### src/inc/dddc_pkg.sv
// Shared constants, field layouts and carrier types of the dual converter data control block.
// Assumes one clock domain; register indices are word indices, byte address is four times the index.
package dddc_pkg;

  // Register bus geometry
  localparam int ADDR_W = 8;
  localparam int DATA_W = 32;
  localparam int REG_W = 16;
  localparam int DBG_W = 8;

  // Register indices (byte address is the index times four)
  localparam logic [5:0] IDX_CH0_SET = 6'h0c;
  localparam logic [5:0] IDX_CH1_SET = 6'h0e;
  localparam logic [5:0] IDX_CH0_OUT = 6'h10;
  localparam logic [5:0] IDX_CH1_OUT = 6'h12;
  localparam logic [5:0] IDX_CH0_STG = 6'h14;
  localparam logic [5:0] IDX_CH1_STG = 6'h16;
  localparam logic [5:0] IDX_DBG = 6'h18;
  localparam logic [5:0] IDX_BUSY = 6'h1a;
  localparam logic [5:0] IDX_STRIDE = 6'h02;

  // Reset values and writable-bit masks
  localparam logic [15:0] SET_RST = 16'h0000;
  localparam logic [15:0] SET_WMASK = 16'h0fcf;
  localparam logic [15:0] CODE_RST = 16'h0000;
  localparam logic [7:0] DBG_RST = 8'h00;
  localparam int DBG_RUN_BIT = 0;

  // Code placement inside the 16-bit data word
  localparam int CODE_W = 12;
  localparam int DITH_W = 4;
  localparam int LEFT_MSB = 15;
  localparam int LEFT_LSB = 4;
  localparam int RIGHT_MSB = 11;
  localparam int RIGHT_LSB = 0;
  localparam int DITH_MSB = 3;

  // Output current range codes
  localparam logic [1:0] CUR_LOW = 2'h0;
  localparam logic [1:0] CUR_MID = 2'h1;
  localparam logic [1:0] CUR_HIGH = 2'h2;
  localparam logic [1:0] CUR_RSVD = 2'h3;

  // Bit positions in the synchronization-busy status word
  localparam int BUSY_OUT_LSB = 2;
  localparam int BUSY_STG_LSB = 4;

  // Cycles a register write needs to cross into the converter side
  localparam int SYNC_CYCLES_DEF = 3;

  // Channel settings word, most significant field first
  typedef struct packed {
    logic [3:0] rsv_hi;
    logic [3:0] refresh;
    logic dither;
    logic keep_running_in_sleep;
    logic [1:0] rsv_mid;
    logic [1:0] output_current_range;
    logic enable;
    logic code_alignment_select;
  } dddc_settings_t;

  // Register bus request
  typedef struct packed {
    logic wr;
    logic rd;
    logic [ADDR_W-1:0] addr;
    logic [DATA_W-1:0] wdata;
  } dddc_req_t;

  // What one channel hands to its analog converter
  typedef struct packed {
    logic active;
    logic [1:0] output_current_range;
    logic [CODE_W-1:0] code;
    logic [DITH_W-1:0] dither;
  } dddc_conv_t;

  // Debug halt sequencing, Gray coded
  typedef enum logic [1:0] {
    HS_RUN = 2'b00,
    HS_DRAIN = 2'b01,
    HS_HALT = 2'b11
  } dddc_halt_t;

endpackage : dddc_pkg

### src/dddc_sync.sv
// Three-stage input synchroniser with agreement filter.
// Assumes async_i comes from outside core_clk_i; output moves only when stages two and three agree.
`timescale 1ns/1ps
`default_nettype none
module dddc_sync #(
  parameter int W = 1
) (
  input wire logic core_clk_i,
  input wire logic srst_i,
  input wire logic [W-1:0] async_i,
  output logic [W-1:0] sync_o
);
  logic [W-1:0] meta_ff;
  logic [W-1:0] s2_ff;
  logic [W-1:0] s3_ff;
  logic [W-1:0] sync_ff;

  // Shift chain; the first stage feeds only the second
  always_ff @(posedge core_clk_i) begin
    if (srst_i) begin
      meta_ff <= '0;
      s2_ff <= '0;
      s3_ff <= '0;
    end else begin
      meta_ff <= async_i;
      s2_ff <= meta_ff;
      s3_ff <= s2_ff;
    end
  end

  // Bits that disagree hold, so a one-cycle glitch never passes
  always_ff @(posedge core_clk_i) begin
    if (srst_i) begin
      sync_ff <= '0;
    end else begin
      sync_ff <= (sync_ff & (s2_ff ^ s3_ff)) | (s3_ff & ~(s2_ff ^ s3_ff));
    end
  end

  assign sync_o = sync_ff;
endmodule : dddc_sync
`default_nettype wire

### src/dddc_wsync_reg.sv
// One write-synchronized register: pending copy, busy flag, commit after a fixed crossing delay.
// Assumes writes and loads come from logic on core_clk_i; swrst_i clears it like reset.
`timescale 1ns/1ps
`default_nettype none
module dddc_wsync_reg #(
  parameter int W = 16,
  parameter int SYNC = 3,
  parameter logic [W-1:0] RST = '0
) (
  input wire logic core_clk_i,
  input wire logic srst_i,
  input wire logic swrst_i,
  input wire logic wr_i,
  input wire logic [W-1:0] wdata_i,
  input wire logic load_i,
  input wire logic [W-1:0] load_data_i,
  output logic [W-1:0] value_o,
  output logic busy_o
);
  localparam int CNT_W = $clog2(SYNC + 1);
  localparam logic [CNT_W-1:0] CNT_LOAD = CNT_W'(SYNC);
  localparam logic [CNT_W-1:0] CNT_LAST = CNT_W'(1);

  logic [CNT_W-1:0] cnt_ff;
  logic [W-1:0] pend_ff;
  logic [W-1:0] val_ff;
  logic busy_ff;
  logic commit;

  assign commit = busy_ff && (cnt_ff == CNT_LAST) && !wr_i;

  // Busy: a new write wins over the end of the previous crossing
  always_ff @(posedge core_clk_i) begin
    if (srst_i || swrst_i) begin
      busy_ff <= 1'b0;
      cnt_ff <= '0;
    end else if (wr_i) begin
      busy_ff <= 1'b1;
      cnt_ff <= CNT_LOAD;
    end else if (busy_ff) begin
      busy_ff <= (cnt_ff != CNT_LAST);
      cnt_ff <= cnt_ff - CNT_LAST;
    end
  end

  // Pending copy; the latest write is the one that commits
  always_ff @(posedge core_clk_i) begin
    if (srst_i || swrst_i) begin
      pend_ff <= RST;
    end else if (wr_i) begin
      pend_ff <= wdata_i;
    end
  end

  // Effective value; a committing write wins over a load in the same cycle
  always_ff @(posedge core_clk_i) begin
    if (srst_i || swrst_i) begin
      val_ff <= RST;
    end else if (commit) begin
      val_ff <= pend_ff;
    end else if (load_i) begin
      val_ff <= load_data_i;
    end
  end

  assign value_o = val_ff;
  assign busy_o = busy_ff;

  // Helper: length of the current busy stretch
  logic [7:0] busy_len_ff;
  always_ff @(posedge core_clk_i) begin
    if (srst_i || swrst_i || wr_i) begin
      busy_len_ff <= '0;
    end else if (busy_ff) begin
      busy_len_ff <= busy_len_ff + 8'h01;
    end
  end
endmodule : dddc_wsync_reg
`default_nettype wire

### src/dddc_top.sv
// Register file and data path of a two-channel 12-bit converter controller.
// Assumes a single core clock; start events, standby, debug halt and conversion busy are asynchronous pins.
`timescale 1ns/1ps
`default_nettype none
module dddc_top #(
  parameter int SYNC_CYCLES = dddc_pkg::SYNC_CYCLES_DEF
) (
  input wire logic core_clk_i,
  input wire logic srst_i,
  input wire logic swrst_i,
  input wire logic ctrl_enable_i,
  input wire logic wr_guard_i,
  input wire dddc_pkg::dddc_req_t bus_req_i,
  output logic [dddc_pkg::DATA_W-1:0] rdata_o,
  input wire logic [1:0] load_evt_i,
  input wire logic standby_i,
  input wire logic dbg_halt_i,
  input wire logic conv_busy_i,
  output var dddc_pkg::dddc_conv_t [1:0] conv_o,
  output logic halted_o
);
  import dddc_pkg::*;

  localparam int NCH = 2;
  localparam int HALT_EXIT_MAX = 2;

  // Address decode; only word-aligned accesses hit a register
  logic [5:0] idx;
  logic aligned;
  logic wr_hit;
  logic rd_hit;
  assign idx = bus_req_i.addr[ADDR_W-1:2];
  assign aligned = (bus_req_i.addr[1:0] == 2'b00);
  assign wr_hit = bus_req_i.wr && aligned;
  assign rd_hit = bus_req_i.rd && aligned;

  // Asynchronous pins through the three-stage filter
  logic [4:0] async_s;
  logic cbusy_s;
  logic dbg_s;
  logic stby_s;
  logic [1:0] evt_s;
  dddc_sync #(.W(5)) u_pin_sync (
    .core_clk_i(core_clk_i),
    .srst_i(srst_i),
    .async_i({conv_busy_i, dbg_halt_i, standby_i, load_evt_i}),
    .sync_o(async_s)
  );
  assign {cbusy_s, dbg_s, stby_s, evt_s} = async_s;

  // Debug control; only a hard reset clears it
  logic [DBG_W-1:0] dbg_ff;
  logic dbg_run;
  assign dbg_run = dbg_ff[DBG_RUN_BIT];
  always_ff @(posedge core_clk_i) begin
    if (srst_i) begin
      dbg_ff <= DBG_RST;
    end else if (wr_hit && (idx == IDX_DBG) && !wr_guard_i) begin
      dbg_ff <= {{(DBG_W-1){1'b0}}, bus_req_i.wdata[DBG_RUN_BIT]};
    end
  end

  // Debug halt sequencing: drain a running conversion before freezing
  dddc_halt_t halt_st_ff;
  dddc_halt_t nxt_halt_st;
  logic halt_req;
  assign halt_req = dbg_s && !dbg_run;
  always_comb begin
    nxt_halt_st = halt_st_ff;
    unique case (halt_st_ff)
      HS_RUN: begin
        if (halt_req) begin
          nxt_halt_st = cbusy_s ? HS_DRAIN : HS_HALT;
        end
      end
      HS_DRAIN: begin
        if (!halt_req) begin
          nxt_halt_st = HS_RUN;
        end else if (!cbusy_s) begin
          nxt_halt_st = HS_HALT;
        end
      end
      HS_HALT: begin
        if (!halt_req) begin
          nxt_halt_st = HS_RUN;
        end
      end
      default: begin
        nxt_halt_st = HS_RUN;
      end
    endcase
  end
  always_ff @(posedge core_clk_i) begin
    if (srst_i) begin
      halt_st_ff <= HS_RUN;
    end else begin
      halt_st_ff <= nxt_halt_st;
    end
  end
  assign halted_o = (halt_st_ff == HS_HALT);

  // Start events: edge of the filtered level, one pulse each, dropped while halted
  logic [1:0] evt_prev_ff;
  logic [1:0] load_pulse;
  always_ff @(posedge core_clk_i) begin
    if (srst_i) begin
      evt_prev_ff <= 2'b00;
    end else begin
      evt_prev_ff <= evt_s;
    end
  end
  assign load_pulse = evt_s & ~evt_prev_ff & {NCH{!halted_o}};

  // Per-channel storage and conversion word
  dddc_settings_t [NCH-1:0] set_ff;
  logic [NCH-1:0] wr_set;
  logic [NCH-1:0] wr_out;
  logic [NCH-1:0] wr_stg;
  logic [NCH-1:0] out_busy;
  logic [NCH-1:0] stg_busy;
  logic [NCH-1:0][REG_W-1:0] out_val;
  logic [NCH-1:0][REG_W-1:0] stg_val;
  dddc_conv_t [NCH-1:0] conv_ff;
  dddc_conv_t [NCH-1:0] nxt_conv;

  for (genvar ch = 0; ch < NCH; ch++) begin : g_ch
    localparam logic [5:0] SET_IDX = IDX_CH0_SET + IDX_STRIDE * 6'(ch);
    localparam logic [5:0] OUT_IDX = IDX_CH0_OUT + IDX_STRIDE * 6'(ch);
    localparam logic [5:0] STG_IDX = IDX_CH0_STG + IDX_STRIDE * 6'(ch);

    // Settings are guarded and cannot change while the controller is enabled
    assign wr_set[ch] = wr_hit && (idx == SET_IDX) && !wr_guard_i && !ctrl_enable_i;
    assign wr_out[ch] = wr_hit && (idx == OUT_IDX) && !wr_guard_i;
    assign wr_stg[ch] = wr_hit && (idx == STG_IDX);

    always_ff @(posedge core_clk_i) begin
      if (srst_i || swrst_i) begin
        set_ff[ch] <= dddc_settings_t'(SET_RST);
      end else if (wr_set[ch]) begin
        set_ff[ch] <= dddc_settings_t'(bus_req_i.wdata[REG_W-1:0] & SET_WMASK);
      end
    end

    // Staged code: written by software, no guard
    dddc_wsync_reg #(.W(REG_W), .SYNC(SYNC_CYCLES), .RST(CODE_RST)) u_stg (
      .core_clk_i(core_clk_i),
      .srst_i(srst_i),
      .swrst_i(swrst_i),
      .wr_i(wr_stg[ch]),
      .wdata_i(bus_req_i.wdata[REG_W-1:0]),
      .load_i(1'b0),
      .load_data_i(CODE_RST),
      .value_o(stg_val[ch]),
      .busy_o(stg_busy[ch])
    );

    // Output code: written by software or loaded from the staged code
    dddc_wsync_reg #(.W(REG_W), .SYNC(SYNC_CYCLES), .RST(CODE_RST)) u_out (
      .core_clk_i(core_clk_i),
      .srst_i(srst_i),
      .swrst_i(swrst_i),
      .wr_i(wr_out[ch]),
      .wdata_i(bus_req_i.wdata[REG_W-1:0]),
      .load_i(load_pulse[ch]),
      .load_data_i(stg_val[ch]),
      .value_o(out_val[ch]),
      .busy_o(out_busy[ch])
    );

    // Conversion word; the code freezes while halted
    always_comb begin
      nxt_conv[ch] = conv_ff[ch];
      nxt_conv[ch].output_current_range = set_ff[ch].output_current_range;
      nxt_conv[ch].active = set_ff[ch].enable && ctrl_enable_i
        && !(stby_s && !set_ff[ch].keep_running_in_sleep)
        && !halted_o;
      if (!halted_o) begin
        if (set_ff[ch].dither) begin
          nxt_conv[ch].code = out_val[ch][LEFT_MSB:LEFT_LSB];
          nxt_conv[ch].dither = out_val[ch][DITH_MSB:0];
        end else if (set_ff[ch].code_alignment_select) begin
          nxt_conv[ch].code = out_val[ch][LEFT_MSB:LEFT_LSB];
          nxt_conv[ch].dither = '0;
        end else begin
          nxt_conv[ch].code = out_val[ch][RIGHT_MSB:RIGHT_LSB];
          nxt_conv[ch].dither = '0;
        end
      end
    end

    always_ff @(posedge core_clk_i) begin
      if (srst_i) begin
        conv_ff[ch] <= '0;
      end else begin
        conv_ff[ch] <= nxt_conv[ch];
      end
    end
  end

  assign conv_o = conv_ff;

  // Read port: data stand only in the cycle after the strobe
  logic [DATA_W-1:0] rdata_ff;
  always_ff @(posedge core_clk_i) begin
    if (srst_i || !rd_hit) begin
      rdata_ff <= '0;
    end else begin
      case (idx)
        IDX_CH0_SET: rdata_ff <= {16'h0000, set_ff[0]};
        IDX_CH1_SET: rdata_ff <= {16'h0000, set_ff[1]};
        IDX_DBG: rdata_ff <= {24'h000000, dbg_ff};
        IDX_BUSY: rdata_ff <= {26'h0000000, stg_busy, out_busy, 2'b00};
        default: rdata_ff <= '0;
      endcase
    end
  end
  assign rdata_o = rdata_ff;
endmodule : dddc_top
`default_nettype wire

### config.mk
export PLATFORM = sky130hd
export DESIGN_NAME = dddc_top
export DESIGN_NICKNAME = d
export VERILOG_FILES = /design/src/inc/dddc_pkg.sv /design/src/dddc_sync.sv /design/src/dddc_wsync_reg.sv /design/src/dddc_top.sv
export SDC_FILE = /design/constraint.sdc
export NUM_CORES = 1
export LEC_CHECK = 0
export BUFFER_PORTS_ARGS = -buffer_cell sky130_fd_sc_hd__buf_2
export CORE_MARGIN = 5
export CORE_UTILIZATION = 50
export CTS_BUF_LIST = sky130_fd_sc_hd__clkbuf_4
export CTS_CLUSTER_DIAMETER = 150
export CTS_CLUSTER_SIZE = 20
export DETAILED_ROUTE_END_ITERATION = 7
export PLACE_DENSITY_LB_ADDON = 0.15
export SYNTH_ARGS = -nofsm -noshare
export SYNTH_HDL_FRONTEND = slang
export SYNTH_HIERARCHICAL = 1
export SYNTH_SLANG_ARGS = --single-unit
### constraint.sdc
create_clock -name core_clk_i -period 2.4 [get_ports core_clk_i]
set_input_delay 0.12 -clock core_clk_i [delete_from_list [all_inputs] [get_ports core_clk_i]]
set_output_delay 0.12 -clock core_clk_i [all_outputs]
set_load 0.1 [all_outputs]
## After elaboration in Yosys (flattened, before gate mapping)

Cells that the tools add are included.
W data, S select, Z words.

| word-level totals | value |
|---|---|
| register bits | 255 |
| output and inout bits | 71 |

| cells by class | value |
|---|---|
| add/sub/neg operators | 4 |
| eq/ne operators | 21 |
| multiplexer cells | 31 |
| bitwise gates (word level) | 8 |
| reductions and logical operators | 57 |

Operator list:

| operator | count |
|---|---|
| $mux W16 | 8 |
| $pmux W12 S4 | 1 |
| $eq A6 B5 Y1 const B | 6 |
| $logic_and A1 B1 Y1 | 33 |
| $mux W2 | 13 |
| $logic_not A1 Y1 | 13 |
| $eq A6 B4 Y1 const B | 2 |
| $reduce_bool A2 Y1 | 6 |
| $and A5 B5 Y5 | 2 |
| $eq A2 B1 Y1 const B | 5 |
| $mux W1 | 8 |
| $ne A2 B1 Y1 const B | 4 |
| $sub A2 B1 Y2 const B | 4 |
| $pmux W2 S3 | 1 |
| $not A5 Y5 | 1 |
| $or A5 B5 Y5 | 1 |
| $xor A5 B5 Y5 | 1 |
| $and A2 B2 Y2 | 2 |
| $logic_not A2 Y1 | 2 |
| $ne A2 B2 Y1 const B | 2 |
| $ne A3 B3 Y1 const B | 1 |
| $reduce_and A3 Y1 | 1 |
| $eq A2 B2 Y1 const B | 1 |
| $logic_or A1 B1 Y1 | 2 |
| $not A2 Y2 | 1 |

## Longest topological paths before layout

Gate-level depths: netlist (run 1).

| logic depth | value |
|---|---|
| word-level depth | 7 |
| gate-level depth with buffers | 8 |
| depth with buffers taken out | 5 |

## Modules after synthesis

Netlist (run 1), hierarchy kept.

Modules (own cells, without submodules):

| module | instances | cells an instance | area an instance (um^2) | sequential area each (um^2) |
|---|---|---|---|---|
| dddc_wsync_reg | 4 | 139 | 1631.6 | 700.7 |
| dddc_top | 1 | 381 | 3203.1 | 1501.4 |
| dddc_sync | 1 | 52 | 641.9 | 400.4 |

## Least setup slack after synthesis (run 1)

OpenSTA, ideal clock, no wires.

| timing | value |
|---|---|
| path kind | reg-to-reg |
| from | reg halt_st_ff[1] |
| to | reg g_ch[0].u_out.val_ff[3] |
| setup time | 0.086 ns |
| data arrival time | 2.261 ns |
| required time | 2.314 ns |
| setup slack | 0.053 ns |
| cell stages (with the launch flop) | 9 |
| buffers on the path | 3 |
| path through | dfxtp_1 -> nand2_1 -> inv_1 -> clkbuf_1 -> nor3b_1 -> buf_6 -> buf_8 -> mux2i_1 -> a211oi_1 |

| on the way | value |
|---|---|
| longest elaborated chain between the ends | 4 |

Ends and longest elaborated chain:

| item | line | text |
|---|---|---|
| from (decl) | dddc_top.sv:64 | `dddc_halt_t halt_st_ff;` |
| from (signal assigned) | dddc_top.sv:97 | `halt_st_ff <= nxt_halt_st;` |
| $eq A2 B2 Y1 | dddc_top.sv:100 | `assign halted_o = (halt_st_ff == HS_HALT);` |
| via halted_o | dddc_top.sv:20 | `output logic halted_o` |
| $logic_not A1 Y1 | -- |  |
| $and A2 B2 Y2 | dddc_top.sv:112 | `assign load_pulse = evt_s & ~evt_prev_ff & {NCH{!halted_o}};` |
| via load_pulse[0] | dddc_top.sv:104 | `logic [1:0] load_pulse;` |
| $reduce_bool A2 Y1 (no line) | -- |  |
| to (signal assigned) | dddc_wsync_reg.sv:60 | `val_ff <= pend_ff;` |
| to (signal assigned) | dddc_wsync_reg.sv:62 | `val_ff <= load_data_i;` |
| to (decl) | dddc_wsync_reg.sv:26 | `logic [W-1:0] val_ff;` |

The timed path passes the listed nets, and every way through them passes these cells.
A chain may end at the register's enable or synchronous reset.

## Worst setup path after layout (run 1)

| timing | value |
|---|---|
| from | reg halt_st_ff[1] |
| to | out halted_o |

| on the way | value |
|---|---|
| longest elaborated chain between the ends | 1 |

Ends and longest elaborated chain:

| item | line |
|---|---|
| $eq A2 B2 Y1 | dddc_top.sv:100 |
| to (decl) | dddc_top.sv:20 |

Every way passes these cells.

==> out/qor.yml, run 1 <==
synth-simple-area-share: 0.202
gp_congestion: 0.783
synthXorXnorAreaFrac: 0.00422
core_area_sq_um: 20300
syn_to_final_growth_pct: 9.11
cellLeakagePower_uw: 0.00425
status: "finished, final reports clean"
critPathLaunchType: "flip-flop"
dr.pass1.iters: 4
worst_path_max_delay_cell: "buf_2"
finalNonFillerCells: 1373
vdd_drop_max_uv: 399
slowest_delay_ns: 0.51
fp.dieW_microns: 154
portBuffers: 86
post_drt_wl_per_cell_microns: 17.5
worst_skew_pair.late_latency_ns: 0.63
final_nets: 1159
cap_violations: 0
fin_crit_ns: 2.00
path_max_fanout: 11
arrival_ns: 1.88
regArea_sq_um: 4700
wirelength_mm: 24.1
rsz0062_at_grt: "no"
tightest_slew_ns: 0.945
final.setup.worst_slack_ns: 0.395
post-place-ws_ns: 0.592
num_vias: 7349
critical_path.cell_chain: "nand2_2, inv_1, buf_2"
vias_per_cell: 5.35
p_per_area_nw_per_um2: 517
netlist_area_sq_um: 10400
ctsRootBufferMaster: "clkbuf_4"
post-route-drc-count: 0
slew_violations: 0
cts_made_buffers: 15
synthAdderAreaFrac: 0.00483
dieArea_sq_um: 23700
fin_setup_tns_ns: 0
hold_viol: 0
syn_inst: 989
io_pins: 123
clock_skew_ns: 0.0209
die_h_microns: 154
grt_start_max_net_pins: 58
hold_path.class: "in -> reg"
synth-main-ff-cell: "dfxtp_1"
whs_ns: 0.0811
dp_hpwl_mm: 16.2
drtIter0Drc: 457
cts_tree: "yes"
placedCellCount: 1326
synthDistinctLibCells: 47
multi_input_area_sq_um: 5090
fin_total_pwr_uw: 5850
drive_gt1_frac: 0.181
syn_avg_cell_area_sq_um: 10.5
num_rows: 52
relSlewSlack: 0.367
synth-compound-area-share: 0.108
synth_top_family_by_area: "simple AND/OR/NAND/NOR gates"
start_util: 0.511
yosysWarningCount: 6
grt_pass1_wl_mm: 38.7
required_ns: 2.28
ctsHtreeMaxLevel: 1
globalRouteOverflowTotal: 0
synth_edf_count: 0
finalCritPeriodShare: 0.835
antenna_found_initial: 1
grtUsageTotal: 0.198
fmax_ghz: 0.499
synthMuxAreaShare: 0.148
worstSetupEndpointType: "output port"
clk_pin_slew_worst_paths_ns: 0.18
grt_pass1_vias: 6865
worstSetupPathType: "reg -> out"
synthArstFlopShare: 0
yosysSeqAreaShare: 0.454
cts_sinks: 235
setup-violations-final: 0
fillers: 1820
ant_nets: 0
clockBufferDepth: 3
ys_ff_latch: 235
## final timing paths
| check | cells after the start | startpoint | slack (ns) | endpoint |
|---|---|---|---|---|
| hold / removal | 5 | bus_req_i[37] | 0.08 | rdata_o[3]$_SDFF_PP0_ |
| setup / recovery | 3 | halt_st_ff[1]$_SDFFE_PP0P_ | 0.40 | halted_o |
| setup reg to reg | 3 | g_ch[1].u_out/cnt_ff[0]$_SDFFE_PP0P_ | 0.68 | g_ch[1].u_out/value_o[1]$_SDFFE_PP0P_ |
| hold reg to reg | 1 | u_pin_sync/meta_ff[1]$_SDFF_PP0_ | 0.45 | u_pin_sync/s2_ff[1]$_SDFF_PP0_ |
## final cells by class
cell class,instances,share of cell area
Clock buffer,15,0.00995
Sequential cell,235,0.416
Antenna cell,1,0.000221
Clock inverter,1,0.000663
Inverter,11,0.00365
Timing Repair Buffer,148,0.0902
Multi-Input combinational cell,692,0.450
Tap cell,270,0.0299
## kinds of logic after synthesis
kind of cell | count (synthesis)
simple gates | 320
other cells | 1
flops | 235
fa+ha+maj | 4
xor+xnor | 5
compound gates | 156
mux | 153
buf+inv | 115
## sequential cells by signal (all words and copies together), names as in the netlist, 2 cells and up, named ones only
signal              count
nxt_conv                4
g_ch.u_out/pend_ff     32
g_ch.u_out/value_o     32
g_ch.u_stg/pend_ff     32
g_ch.u_out/cnt_ff       4
rdata_o                12
conv_o                 38
g_ch.u_stg/busy_o       2
halt_st_ff              2
g_ch.u_out/busy_o       2
evt_prev_ff             2
u_pin_sync/s3_ff        5
g_ch.u_stg/cnt_ff       4
u_pin_sync/s2_ff        5
u_pin_sync/meta_ff      5
set_ff                 16
g_ch.u_stg/value_o     32
## layer usage
metal | vias to the layer above | wire length [microns] | GRT usage
met4 | 0 | 719 | 0.0568
li1 | 3695 | - | -
met5 | - | 0 | 0
met3 | 34 | 1080 | 0.0289
met1 | 3470 | 12200 | 0.301
met2 | 150 | 10100 | 0.293
## cells in the final DEF, fill, tap and decap left out, drive strengths merged, types with 15 or more instances in the layout
cell type / synthesis / layout
buf: 74 / 118
mux2i: 153 / 153
nand2: 68 / 68
nand3: 33 / 33
dlygate4sd3: 0 / 30
nor2: 99 / 99
nor2b: 22 / 22
o21ai: 31 / 31
and4bb: 53 / 53
a211oi: 64 / 64
clkbuf: 30 / 15
conb: 1 / 54
a311oi: 24 / 24
a21oi: 32 / 32
dfxtp: 235 / 235
## critical path, delay by kind of cell, from the launching register on
kind | cells | cell delay (ns)
simple gates | 1 | 0.06
flops | 1 | 0.38
buf+inv | 2 | 0.82
## metrics by stage
stage / util / instance area [sq um]
detailed placement: 0.537 / 10900
global placement: 0.537 / 10900
finish: 0.557 / 11300
CTS: 0.557 / 11300
floorplan: - / 10600
global route: 0.557 / 11300
## what timing repair did
item                                   in CTS  in global routing
buffers inserted                            0                  0
gates resized for setup                     0                  0
endpoints found under the hold margin     115                  0
hold buffers                               30                  0
## where the power goes
group          internal [uW]  switching [uW]
registers               3940            16.6
clock network            299            1150
logic                    126             328
## cell usage after synthesis, types with 11 or more instances
| master | number | area share |
|---|---|---|
| o21ai_0 | 26 | 0.013 |
| and4bb_2 | 17 | 0.021 |
| a211oi_2 | 12 | 0.014 |
| nor2b_2 | 15 | 0.013 |
| buf_6 | 23 | 0.025 |
| buf_4 | 20 | 0.014 |
| nand3_1 | 33 | 0.016 |
| nand2_1 | 68 | 0.025 |
| and4bb_1 | 36 | 0.043 |
| buf_2 | 22 | 0.011 |
| nor2_1 | 99 | 0.036 |
| dfxtp_1 | 235 | 0.45 |
| a311oi_1 | 24 | 0.020 |
| inv_1 | 11 | 0.0040 |
| mux2i_1 | 153 | 0.15 |
| a21oi_1 | 27 | 0.013 |
| a211oi_1 | 52 | 0.038 |
| clkbuf_1 | 26 | 0.0094 |
No activity file was read; power rests on OpenSTA's default activity.
==> run 2, diff against run 1 <==
clock period = 1.7 ns   (was 2.4 ns; I/O delays follow)
==> out/qor.yml, run 2 (synthesis results as in run 1) <==
path_max_fanout: 4  # -7
critPathLaunchType: "input pin"
r2r.worst_path.cells: 4  # +1
num_rows: 52  # unchanged
cts_tree: "yes"
grtUsageTotal: 0.196  # -0.00202
fillers: 1839  # +1.0%
finalCritPeriodShare: 0.983
drtIter0Drc: 466  # +2.0%
p_per_area_nw_per_um2: 722  # +40%
grt_pass1_wl_mm: 38.4  # -0.91%
worstSetupEndpointType: "flip-flop"
arrival_ns: 2.21  # +0.33 ns
hold_path.class: "in -> reg"
die_h_microns: 154  # unchanged
dp_hpwl_mm: 16.1  # -0.65%
cap_violations: 0  # unchanged
final_nets: 1173  # +1.2%
slowest_delay_ns: 0.55  # +0.04 ns
crit_top_cell: "dlygate4sd3_1"
hold_viol: 0  # unchanged
io_pins: 123  # unchanged
dr.pass1.iters: 5  # +1
grt_pass1_vias: 6919  # +0.79%
cts_made_buffers: 15  # unchanged
fin_setup_tns_ns: 0  # unchanged
ant_nets: 0  # unchanged
clock_skew_ns: 0.0234  # +0.00255 ns
cellLeakagePower_uw: 0.00433  # +1.8%
clockBufferDepth: 3  # unchanged
slew_violations: 0  # unchanged
syn_to_final_growth_pct: 10.7
hold_depth: 5  # unchanged
vdd_drop_max_uv: 549  # +38%
drive_gt1_frac: 0.192  # +0.0103
vias_per_cell: 5.33  # -0.40%
required_ns: 2.24  # -0.04 ns
post-route-util: 0.565  # +0.00789
tightest_slew_ns: 0.546  # -0.399 ns
worst_path_max_delay_cell: "dlygate4sd3_1"
wirelength_mm: 23.9  # -0.66%
grt_start_max_net_pins: 58  # unchanged
most-common-layout-cells: "dfxtp_1 (235), mux2i_1 (153), nor2_1 (96), buf_2 (85), nand2_1 (67)"
relSlewSlack: 0.636  # +0.268
cts_sinks: 235  # unchanged
critical_path.cell_chain: "dlygate4sd3_1, buf_2, nor4bb_1, buf_4, nand3_1, mux2i_1, dlygate4sd3_1"
placedCellCount: 1339  # +0.98%
setup-violations-final: 0  # unchanged
finalNonFillerCells: 1387  # +1.0%
portBuffers: 86  # unchanged
start_util: 0.511  # unchanged
largest_register_ffs: 38  # unchanged
fmax_ghz: 0.598
post-route-drc-count: 0  # unchanged
antenna_found_initial: 1  # unchanged
worstSetupPathType: "in -> reg"
core_area_sq_um: 20300  # unchanged
globalRouteOverflowTotal: 0  # unchanged
gp_congestion: 0.849  # +8.5%
fin_total_pwr_uw: 8280  # +42%
final_common_cell: "dfxtp_1"
num_vias: 7394  # +0.61%
dieArea_sq_um: 23700  # unchanged
worst_skew_pair.late_latency_ns: 0.63  # about the same
status: "finished, final reports clean"
ctsHtreeMaxLevel: 1  # unchanged
fp.dieW_microns: 154  # unchanged
clk_pin_slew_worst_paths_ns: 0.20  # +0.02 ns
fin_crit_ns: 1.67
post_drt_wl_per_cell_microns: 17.2  # -1.7%
ctsRootBufferMaster: "clkbuf_4"
rsz0062_at_grt: "no"
## run 2: changes by cell type in the layout (fill, tap and decap cells not counted)
cell / before / now
buf_12: 4 / 8
buf_2: 86 / 85
buf_4: 28 / 38
dlygate4sd3_1: 30 / 31
inv_1: 11 / 10
inv_2: 0 / 1
## run 2: per-layer routing
metal,part of all wire,global-route usage,vias to the layer above
met3,0.058,0.0354,31
met2,0.41,0.282,166
met5,0,0,-
met1,0.52,0.306,3470
li1,-,-,3727
met4,0.016,0.0416,0
## run 2: layout make-up
| type | instances | area (sq um) | area share |
|---|---|---|---|
| antenna | 1 | 2.50 | 0.000218 |
| clock buffer | 15 | 113 | 0.00981 |
| clock inverter | 1 | 7.51 | 0.000654 |
| inverter | 11 | 41.3 | 0.00360 |
| multi-input combinational | 692 | 5090 | 0.443 |
| sequential | 235 | 4700 | 0.410 |
| tap | 270 | 338 | 0.0294 |
| timing repair buffer | 162 | 1180 | 0.103 |
## run 2: stage by stage
stage | hold slack, ns | area [sq um] | worst slack [ns]
after global routing | 0.0264 | 11500 | 0.0236
after floorplan | 0.214 | 10600 | 0.0467
after global placement | 0.298 | 11000 | 0.00674
after CTS | 0.0116 | 11500 | 0.0548
final | 0.0730 | 11500 | 0.0284
after detailed placement | 0.300 | 11000 | -0.00646
## run 2: path summary, 6_finish.rpt
path	slack [ns]	start	end
min reg2reg	0.46	conv_o[0]$_SDFFE_PP0P_	conv_o[0]$_SDFFE_PP0P_
max reg2reg	0.08	set_ff[0]$_SDFFE_PP0P_	rdata_o[0]$_SDFF_PP0_
max	0.03	bus_req_i[38]	dbg_ff[0]$_SDFFE_PP0P_
min	0.07	swrst_i	set_ff[16]$_SDFFE_PP0P_
## run 2: repair_timing
action / CTS / global route
buffers inserted: 0 / 0
hold buffers: 31 / 0
setup endpoints to repair: 1 / 1
endpoints found under the hold margin: 125 / 0
resized for setup: 1 / 1
## run 2: where the power goes
part	total [uW]	internal (uW)	switching (uW)
combinational	642	179	463
clock	2060	421	1630
sequential	5590	5560	27.9
total	8280	6160	2130
## run 2: critical path: cells and delay by family
family                 cells  cell delay [ns]
AND/OR/NAND/NOR            2             0.55
multiplexers               1             0.13
buffers and inverters      4             1.44
